**src/buzzer_ir_pkg.sv**
```systemverilog
package buzzer_ir_pkg;

  // ----------------------------------------------------------------
  // clocking
  // ----------------------------------------------------------------
  localparam int unsigned CLK_HZ      = 20_000_000;
  localparam int unsigned RC_FAST_HZ  = 4_000_000;
  localparam int unsigned RC_TICK_DIV = CLK_HZ / RC_FAST_HZ;

  // ----------------------------------------------------------------
  // register offsets
  // ----------------------------------------------------------------
  localparam logic [4:0] ADDR_TIMER_LOW    = 5'h00;
  localparam logic [4:0] ADDR_TIMER_CTRL   = 5'h01;
  localparam logic [4:0] ADDR_BUZZER_CTRL  = 5'h05;
  localparam logic [4:0] ADDR_CARRIER_CTRL = 5'h06;
  localparam logic [4:0] ADDR_TIMER_HIGH   = 5'h09;
  localparam logic [4:0] ADDR_PWM_B_CTRL   = 5'h0A;
  localparam logic [4:0] ADDR_PWM_B_DUTY   = 5'h0C;

  // ----------------------------------------------------------------
  // field positions
  // ----------------------------------------------------------------
  localparam int unsigned TONE_EN_BIT   = 7;
  localparam int unsigned CARR_EN_BIT   = 0;
  localparam int unsigned CARR_RATE_BIT = 1;
  localparam int unsigned CARR_POL_BIT  = 2;
  localparam int unsigned CARR_XTAL_BIT = 7;
  localparam int unsigned PWM_OE_BIT    = 7;
  localparam int unsigned PWM_AL_BIT    = 6;
  localparam int unsigned TIMER_EN_BIT  = 0;

  // ----------------------------------------------------------------
  // reset values
  // ----------------------------------------------------------------
  localparam logic [3:0] FSEL_RESET       = 4'hF;
  localparam logic [7:0] TIMER_HIGH_RESET = 8'h00;
  localparam logic [7:0] DUTY_RESET       = 8'h00;
  localparam logic [7:0] RELOAD_RESET     = 8'h00;
  localparam logic [9:0] COUNT_RESET      = 10'h000;

  // ----------------------------------------------------------------
  // carrier division ratios
  // ----------------------------------------------------------------
  localparam logic [6:0] DIV_FAST_57K = 7'h40;
  localparam logic [6:0] DIV_FAST_38K = 7'h60;
  localparam logic [6:0] DIV_SLOW_57K = 7'h08;
  localparam logic [6:0] DIV_SLOW_38K = 7'h0C;

endpackage

```
**src/carrier_link_if.sv**
```systemverilog
interface carrier_link_if;
  logic enable;
  logic rate_57k;
  logic crystal_358;
  logic use_internal_rc;
  logic xtal_tick;
  logic carrier;

  modport ctrl (
    output enable, rate_57k, crystal_358, use_internal_rc, xtal_tick,
    input  carrier
  );
  modport gen (
    input  enable, rate_57k, crystal_358, use_internal_rc, xtal_tick,
    output carrier
  );
endinterface

```
**src/carrier_divider.sv**
```systemverilog
module carrier_divider
  import buzzer_ir_pkg::*;
(
  input  logic           clk,
  input  logic           rst_n,
  carrier_link_if.gen    link
);

  logic [2:0] rc_count;
  logic       rc_tick;
  logic       src_tick;
  logic [6:0] ratio;
  logic [6:0] half;
  logic [6:0] div_count;
  logic       carrier;

  // ----------------------------------------------------------------
  // fixed 4 MHz reference, independent of the system clock choice
  // ----------------------------------------------------------------
  always_ff @(posedge clk or negedge rst_n) begin
    if (!rst_n) begin
      rc_count <= 3'h0;
      rc_tick  <= 1'b0;
    end else if (rc_count == 3'(RC_TICK_DIV - 1)) begin
      rc_count <= 3'h0;
      rc_tick  <= 1'b1;
    end else begin
      rc_count <= rc_count + 3'h1;
      rc_tick  <= 1'b0;
    end
  end

  // only the fast oscillator feeds the divider
  assign src_tick = link.use_internal_rc ? rc_tick : link.xtal_tick;

  always_comb begin
    // crystal kind is a don't-care on the internal oscillator
    if (link.use_internal_rc || link.crystal_358) begin
      ratio = link.rate_57k ? DIV_FAST_57K : DIV_FAST_38K;
    end else begin
      ratio = link.rate_57k ? DIV_SLOW_57K : DIV_SLOW_38K;
    end
    half = ratio >> 1;
  end

  always_ff @(posedge clk or negedge rst_n) begin
    if (!rst_n) begin
      div_count <= 7'h00;
      carrier   <= 1'b0;
    end else if (!link.enable) begin
      div_count <= 7'h00;
      carrier   <= 1'b0;
    end else if (src_tick) begin
      // >= so a rate change mid-count cannot overrun
      if (div_count >= half - 7'h01) begin
        div_count <= 7'h00;
        carrier   <= ~carrier;
      end else begin
        div_count <= div_count + 7'h01;
      end
    end
  end

  assign link.carrier = carrier;
endmodule

```
**src/buzzer_ir_pwm.sv**
```systemverilog
// Functional notes
// - buzzer select 0-7 gives prescaler output divided by 2 to 256
// - buzzer select 8-15 follows timer count bit 0 to bit 7
// - tone appears only while tone enable is set
// - carrier output only while carrier enable bit 0 is set
// - rate select 1 gives 57 kHz, 0 gives 38 kHz
// - polarity 0 emits on pin data 1, polarity 1 on data 0
// - crystal kind 1 means 3.58 MHz crystal, 0 means 455 kHz
// - crystal kind is ignored on the internal fast oscillator
// - carrier clocked only from the fast oscillator
// - divide by 64 or 96 on fast sources, 8 or 12 on 455 kHz
// - internal oscillator mode feeds a fixed 4 MHz to the carrier
// - pwm active-low select inverts the output, resets to 0
// - pwm output enable routes wave to one of two pins, else GPIO
// - pwm duty is timer high bits [3:2] over duty low byte
// - pwm frame is reload value timer high bits [5:4] over low byte
// - timer is a 10-bit down counter, low byte read live, write loads
module buzzer_ir_pwm
  import buzzer_ir_pkg::*;
(
  input  logic       clk,
  input  logic       rst_n,
  input  logic [4:0] addr,
  input  logic [7:0] wdata,
  input  logic       wr,
  input  logic       rd,
  output logic [7:0] rdata,
  input  logic       instr_tick,
  input  logic       fast_osc_tick,
  input  logic       internal_rc_mode,
  input  logic       carrier_pin_data,
  input  logic       pwm_b_pin_select,
  output logic       tone_out,
  output logic       carrier_out,
  output logic       pwm_b_wave,
  output logic       port_b_pin_two_pwm_en,
  output logic       port_a_pin_zero_pwm_en
);

  // ----------------------------------------------------------------
  // state
  // ----------------------------------------------------------------
  logic       tone_output_enable;
  logic [3:0] buzzer_freq_select;
  logic       carrier_enable;
  logic       carrier_rate_select;
  logic       carrier_polarity_select;
  logic       crystal_kind_select;
  logic       pwm_b_active_low;
  logic       pwm_b_output_enable;
  logic [7:0] pwm_b_duty_low;
  logic [7:0] timer_high_bits;
  logic [7:0] timer_a_low_byte;
  logic       timer_enable;
  logic [9:0] timer_count;
  logic [7:0] prescale_count;

  logic [9:0] reload_value;
  logic [9:0] pwm_b_duty;
  logic       next_tone;
  logic       pwm_b_active;
  logic [7:0] next_rdata;
  logic       timer_bit0;

  carrier_link_if link ();

  function automatic logic hit(
    input logic [4:0] a,
    input logic [4:0] offset
  );
    hit = (a == offset);
  endfunction

  // ----------------------------------------------------------------
  // buzzer control
  // ----------------------------------------------------------------
  always_ff @(posedge clk or negedge rst_n) begin
    if (!rst_n) begin
      tone_output_enable <= 1'b0;
      buzzer_freq_select <= FSEL_RESET;
    end else if (wr && hit(addr, ADDR_BUZZER_CTRL)) begin
      tone_output_enable <= wdata[TONE_EN_BIT];
      buzzer_freq_select <= wdata[3:0];
    end
  end

  // ----------------------------------------------------------------
  // carrier control
  // ----------------------------------------------------------------
  always_ff @(posedge clk or negedge rst_n) begin
    if (!rst_n) begin
      carrier_enable          <= 1'b0;
      carrier_rate_select     <= 1'b0;
      carrier_polarity_select <= 1'b0;
      crystal_kind_select     <= 1'b0;
    end else if (wr && hit(addr, ADDR_CARRIER_CTRL)) begin
      carrier_enable          <= wdata[CARR_EN_BIT];
      carrier_rate_select     <= wdata[CARR_RATE_BIT];
      carrier_polarity_select <= wdata[CARR_POL_BIT];
      crystal_kind_select     <= wdata[CARR_XTAL_BIT];
    end
  end

  // ----------------------------------------------------------------
  // pwm control and duty
  // ----------------------------------------------------------------
  always_ff @(posedge clk or negedge rst_n) begin
    if (!rst_n) begin
      pwm_b_active_low    <= 1'b0;
      pwm_b_output_enable <= 1'b0;
    end else if (wr && hit(addr, ADDR_PWM_B_CTRL)) begin
      pwm_b_active_low    <= wdata[PWM_AL_BIT];
      pwm_b_output_enable <= wdata[PWM_OE_BIT];
    end
  end

  always_ff @(posedge clk or negedge rst_n) begin
    if (!rst_n) begin
      pwm_b_duty_low <= DUTY_RESET;
    end else if (wr && hit(addr, ADDR_PWM_B_DUTY)) begin
      pwm_b_duty_low <= wdata;
    end
  end

  always_ff @(posedge clk or negedge rst_n) begin
    if (!rst_n) begin
      timer_high_bits <= TIMER_HIGH_RESET;
    end else if (wr && hit(addr, ADDR_TIMER_HIGH)) begin
      timer_high_bits <= wdata;
    end
  end

  assign pwm_b_duty   = {timer_high_bits[3:2], pwm_b_duty_low};
  assign reload_value = {timer_high_bits[5:4], timer_a_low_byte};

  // ----------------------------------------------------------------
  // timer and prescaler
  // ----------------------------------------------------------------
  always_ff @(posedge clk or negedge rst_n) begin
    if (!rst_n) begin
      timer_enable <= 1'b0;
    end else if (wr && hit(addr, ADDR_TIMER_CTRL)) begin
      timer_enable <= wdata[TIMER_EN_BIT];
    end
  end

  always_ff @(posedge clk or negedge rst_n) begin
    if (!rst_n) begin
      timer_a_low_byte <= RELOAD_RESET;
    end else if (wr && hit(addr, ADDR_TIMER_LOW)) begin
      timer_a_low_byte <= wdata;
    end
  end

  // a write wins over a count tick in the same cycle
  always_ff @(posedge clk or negedge rst_n) begin
    if (!rst_n) begin
      timer_count <= COUNT_RESET;
    end else if (wr && hit(addr, ADDR_TIMER_LOW)) begin
      timer_count <= {timer_high_bits[5:4], wdata};
    end else if (timer_enable && instr_tick) begin
      if (timer_count == 10'h000) begin
        timer_count <= reload_value;
      end else begin
        timer_count <= timer_count - 10'h001;
      end
    end
  end

  // free running so the tone is available with the timer stopped
  always_ff @(posedge clk or negedge rst_n) begin
    if (!rst_n) begin
      prescale_count <= 8'h00;
    end else if (instr_tick) begin
      prescale_count <= prescale_count + 8'h01;
    end
  end

  // ----------------------------------------------------------------
  // waveform selection
  // ----------------------------------------------------------------
  always_comb begin
    if (buzzer_freq_select[3]) begin
      next_tone = timer_count[buzzer_freq_select[2:0]];
    end else begin
      next_tone = prescale_count[buzzer_freq_select[2:0]];
    end
  end

  assign pwm_b_active = (timer_count <= pwm_b_duty);
  assign timer_bit0   = timer_count[0];

  assign link.enable          = carrier_enable;
  assign link.rate_57k        = carrier_rate_select;
  assign link.crystal_358     = crystal_kind_select;
  assign link.use_internal_rc = internal_rc_mode;
  assign link.xtal_tick       = fast_osc_tick;

  carrier_divider u_carrier (
    .clk   (clk),
    .rst_n (rst_n),
    .link  (link.gen)
  );

  // ----------------------------------------------------------------
  // registered outputs
  // ----------------------------------------------------------------
  always_ff @(posedge clk or negedge rst_n) begin
    if (!rst_n) begin
      tone_out <= 1'b0;
    end else begin
      tone_out <= tone_output_enable & next_tone;
    end
  end

  // pin data gates the carrier, polarity picks the sense
  always_ff @(posedge clk or negedge rst_n) begin
    if (!rst_n) begin
      carrier_out <= 1'b0;
    end else begin
      carrier_out <= carrier_enable & link.carrier
                   & (carrier_pin_data ^ carrier_polarity_select);
    end
  end

  always_ff @(posedge clk or negedge rst_n) begin
    if (!rst_n) begin
      pwm_b_wave <= 1'b0;
    end else begin
      pwm_b_wave <= pwm_b_active ^ pwm_b_active_low;
    end
  end

  // only one pin is claimed at a time; the other stays GPIO
  always_ff @(posedge clk or negedge rst_n) begin
    if (!rst_n) begin
      port_b_pin_two_pwm_en  <= 1'b0;
      port_a_pin_zero_pwm_en <= 1'b0;
    end else begin
      port_b_pin_two_pwm_en  <= pwm_b_output_enable & ~pwm_b_pin_select;
      port_a_pin_zero_pwm_en <= pwm_b_output_enable & pwm_b_pin_select;
    end
  end

  // ----------------------------------------------------------------
  // read path
  // ----------------------------------------------------------------
  always_comb begin
    next_rdata = 8'h00;
    if (hit(addr, ADDR_TIMER_LOW)) begin
      next_rdata = timer_count[7:0];
    end else if (hit(addr, ADDR_TIMER_CTRL)) begin
      next_rdata = {7'h00, timer_enable};
    end else if (hit(addr, ADDR_TIMER_HIGH)) begin
      next_rdata = {2'h0, timer_high_bits[5:2], 2'h0};
    end else if (hit(addr, ADDR_PWM_B_CTRL)) begin
      next_rdata = {pwm_b_output_enable, pwm_b_active_low, 6'h00};
    end
  end

  // data stands for exactly one cycle after the read strobe
  always_ff @(posedge clk or negedge rst_n) begin
    if (!rst_n) begin
      rdata <= 8'h00;
    end else if (rd) begin
      rdata <= next_rdata;
    end else begin
      rdata <= 8'h00;
    end
  end
endmodule

```
**config.mk**
```make
export PLATFORM = sky130hd
export DESIGN_NAME = buzzer_ir_pwm
export DESIGN_NICKNAME = d
export VERILOG_FILES = /design/src/buzzer_ir_pkg.sv /design/src/carrier_link_if.sv /design/src/carrier_divider.sv /design/src/buzzer_ir_pwm.sv
export SDC_FILE = /design/constraint.sdc
export NUM_CORES = 1
export LEC_CHECK = 0
export ABC_AREA = 1
export BUFFER_PORTS_ARGS = -buffer_cell sky130_fd_sc_hd__buf_2
export CAP_MARGIN = 25
export CORE_MARGIN = 2
export CORE_UTILIZATION = 60
export CTS_CLUSTER_SIZE = 16
export DETAILED_ROUTE_END_ITERATION = 8
export GPL_TIMING_DRIVEN = 1
export PLACE_DENSITY = 0.8
export SLEW_MARGIN = 40
export SYNTH_ARGS = -nofsm -noshare
export SYNTH_HDL_FRONTEND = slang
export SYNTH_SLANG_ARGS = --single-unit
```
**constraint.sdc**
```tcl
create_clock -name clk -period 2.2 [get_ports clk]
set_input_delay 0.22 -clock clk [delete_from_list [all_inputs] [get_ports clk]]
set_output_delay 0.22 -clock clk [all_outputs]
set_load 0.01 [all_outputs]
```
==> summary.md <==
| Metric | Value |
|---|---|
| Vias per std cell | approximately 5.6 |
| Final min period | roughly 1.9 ns |
| Clock root buffer | clkbuf_8 |
| End of the worst hold path | port_b_pin_two_pwm_en |
| Least-Margin Pin Slew | 0.6592 ns |
| Avg WL per Cell | around 15 um |
| Worst hold path class | in -> reg |
| Clock skew | a little over 0.01 ns |
| Final Worst Setup Slack | 0.3391 ns |
| Worst R2R Path Depth | 9 |
| Largest net degree at the start of global routing | 76 |
| Sink Count | 75 |
| ANT nets after route | 0 |
| Max-cap violation count | 0 |
| WL final | 8.869 mm |
| Top post-synthesis cells by area | dfrtp_1 45%, nand2_1 12%, ha_1 6.6% |
| Core area | approximately 0.0064 mm2 |
| Ports | 35 |
| Clock buffer depth | 2 |
| First-pass GRT wire length | 14.76 mm |
| CP Launch Type | flip-flop |
| Met3 wire len | roughly 490 um |
| Overflow left after global routing | 0 |
| Synth area leader | dfrtp_1 |
| CP Class | reg -> reg |
| Gpl congestion | 0.9254 |
| Ant diodes | 0 |
| Area grow syn2layout | 11.22% |
| Routed met2 length | 4.219 mm |
| Max-slew headroom | 0.5605 |
| R2r setup slk | ~0.34 ns |
| IO buf count | 34 |
| Crit. Startpoint | timer_count[0] |
| CP required | 2.43 ns |
| Total negative slack | 0 ns |
| WHS Path Cells | 2 |
| Drt pass-1 iters | 5 |
| Tot GR Track Use | 0.2635 |
| Pre-CTS setup slack | around 0.39 ns |
| Worst R2R End | timer_count[1] |
| Fmax | ~540 MHz |
| Mapped Nets | 530 |
| PwrDens | 900.7 mW/mm2 |
| Worst Setup End Kind | flip-flop |
| Fillcell total | 505 |
| Hpwl dp | about 6.5 mm |
| Synth Area per Inst | between 8 and 9 um2 |
| Sequential fraction of the synthesis area | 0.4713 |
| Vias in the first global route | between 3000 and 4000 |
| Die height | 85.58 um |
| Initial Utilization | 0.6252 |
| H-tree levels | 3 |
| Crit-path max FO | 10 |
| Max IR drop VDD | approximately 0.00058 V |
| Mapped Area | between 0.003 and 0.004 mm2 |
| Worst R2R Start | timer_count[0] |
| Top-area cell type share of the netlist area | 0.4450 |
| Antenna violations before repair | 0 |
| Ys Warns | 0 |
| Vias | ~3400 |
| Starting DRT DRC Count | 157 |
| Num CTS Buffers | 9 |
| Num rows | 29 |
| Count of final hold-check violations | 0 |
| Synth unique cells | 34 |
| Share of cells above drive strength 1 | 0.1297 |
| M1 WL | between 3 and 4 mm |
| RSZ-0062 raised after global routing | false |
| Sequential cell area | 0.001882 mm2 |
| Min-Delay Startpoint | pwm_b_pin_select |
| CTS clock-pin slew for the worst setup and hold paths | ~0.07 ns |
| Post-CTS Resized | 0 |
| Final Setup Violations | 0 |
| Status | complete, no violations |
| #FFs+latches synth | 75 |
| Net count, final | 570 |
| DRC Markers | 0 |
| CTS tree | yes |
| Uppermost layer routed | met4 |
| Leading post-synthesis cells by instance count | 131 x nand2_1, 71 x dfrtp_1, 65 x inv_1, 45 x o21ai_0, 39 x nor2_1 |
| WP data arrival | 2.09 ns |
| Main synth FF type | dfrtp_1 |
| Synth Instances | 487 |
| Static leakage | about 2.3 nW |
| Number of synthesized flops with an enable pin | 0 |
| Multi-input gate area | roughly 0.0018 mm2 |
| Die footprint | between 0.007 and 0.008 mm2 |
| Top-count cell post-synth | nand2_1 |
| Post-synth ARST share | 1.000 |
| Worst-Skew Late Latency | around 0.36 ns |
| Die X | between 80 and 90 um |
| Fin crit share | 0.8459 |
| Final max-slew violation count | 0 |
==> metrics by stage <==
stage | instance area, um2 | instances | power [W] | util | hold slack [ns]
6_report | 4441 | 609 | 0.003999 | 0.6953 | 0.01995
5_1_grt | 4441 | 609 | 0.004261 | 0.6953 | 0.02178
4_1_cts | 4441 | 609 | 0.003999 | 0.6953 | 0.008080
3_5_place_dp | 4233 | 592 | 0.002925 | 0.6628 | 0.2811
3_3_place_gp | 4229 | 592 | 0.002876 | 0.6622 | 0.3851
2_1_floorplan | 3993 | 487 | 0.002597 | - | -0.07559
==> cell type report <==
class / count / share of cell area
Tap cell: 77 / 0.02170
Clock inverter: 2 / 0.007890
Timing Repair Buffer: 35 / 0.04198
Inverter: 67 / 0.05664
Multi-Input combinational cell: 339 / 0.4114
Clock buffer: 14 / 0.03663
Sequential cell: 75 / 0.4238
==> state kept, by name, indices dropped and copies added, names as in the netlist, 3 cells and up <==
| register | cells |
|---|---|
| timer_count | 10 |
| prescale_count | 8 |
| pwm_b_duty_low | 8 |
| rdata | 8 |
| timer_a_low_byte | 8 |
| u_carrier.div_count | 7 |
| buzzer_freq_select | 4 |
| timer_high_bits | 4 |
| u_carrier.rc_count | 3 |
==> cells in the final DEF, fill, tap and decap left out, types with 2 or more instances in the layout <==
master,n
a21oi_1,13
nand4_2,2
nand2_2,4
nor2_1,39
nand4_1,12
dfrtp_1,71
inv_1,65
buf_2,33
nor3_1,2
o21bai_1,2
clkbuf_1,3
o22ai_1,5
o21ai_0,45
o21ai_1,5
ha_1,21
nor2_2,2
inv_2,2
nand2_1,131
nand3_1,23
xor2_1,11
nor2_4,3
xnor2_1,3
dfstp_2,4
clkbuf_8,11
o211ai_1,5
nand3_2,2
nor4_2,2
==> report_power, final <==
part           internal (W)  switching, W  leakage (nW)
sequential          0.00165      0.000262         0.955
combinational      0.000395      0.000618          1.26
clock              0.000586      0.000492         0.101
==> critical path, stage by stage, from the launching register on <==
cell	delay [ns]
dfrtp_1	0.42
inv_1	0.16
ha_1	0.25
nand2_1	0.08
nor2_2	0.18
nand3_2	0.23
nand2_2	0.16
o21ai_0	0.10
nand2_1	0.09
nand3_1	0.07
==> per-layer routing <==
metal | global-route usage | up-vias
li1 | - | 1661
met3 | 0.06064 | 27
met4 | 0.1270 | 0
met1 | 0.3449 | 1601
met5 | 0 | -
met2 | 0.4169 | 110
==> what timing repair did <==
action | 4_1_cts | 5_1_grt
hold buffers | 1 | 0
setup buffers | 0 | 0
endpoints found under the hold margin | 71 | 0
==> how the worst max path moves through the flow <==
stage	slack, ns	endpoint
after detailed placement	0.39	timer_count[1]
final	0.34	timer_count[1]
after CTS	0.37	timer_count[1]
after global placement	0.50	timer_count[1]
after floorplan	0.61	u_carrier.div_count[4]
after global routing	0.14	u_carrier.div_count[5]
==> cell families (layout without fill, tap and decap cells) <==
kind of cell,Yosys count,after routing,share of synthesized area
AO/OA/AOI/OAI,79,79,0.1075
other,1,1,0.0009392
XOR/XNOR,14,14,0.03071
buffers and inverters,73,118,0.07114
flip-flops,75,75,0.4713
AND/OR/NAND/NOR,224,224,0.2526
adder cells (fa/ha/maj),21,21,0.06581
(Power assumes the default switching activity.)
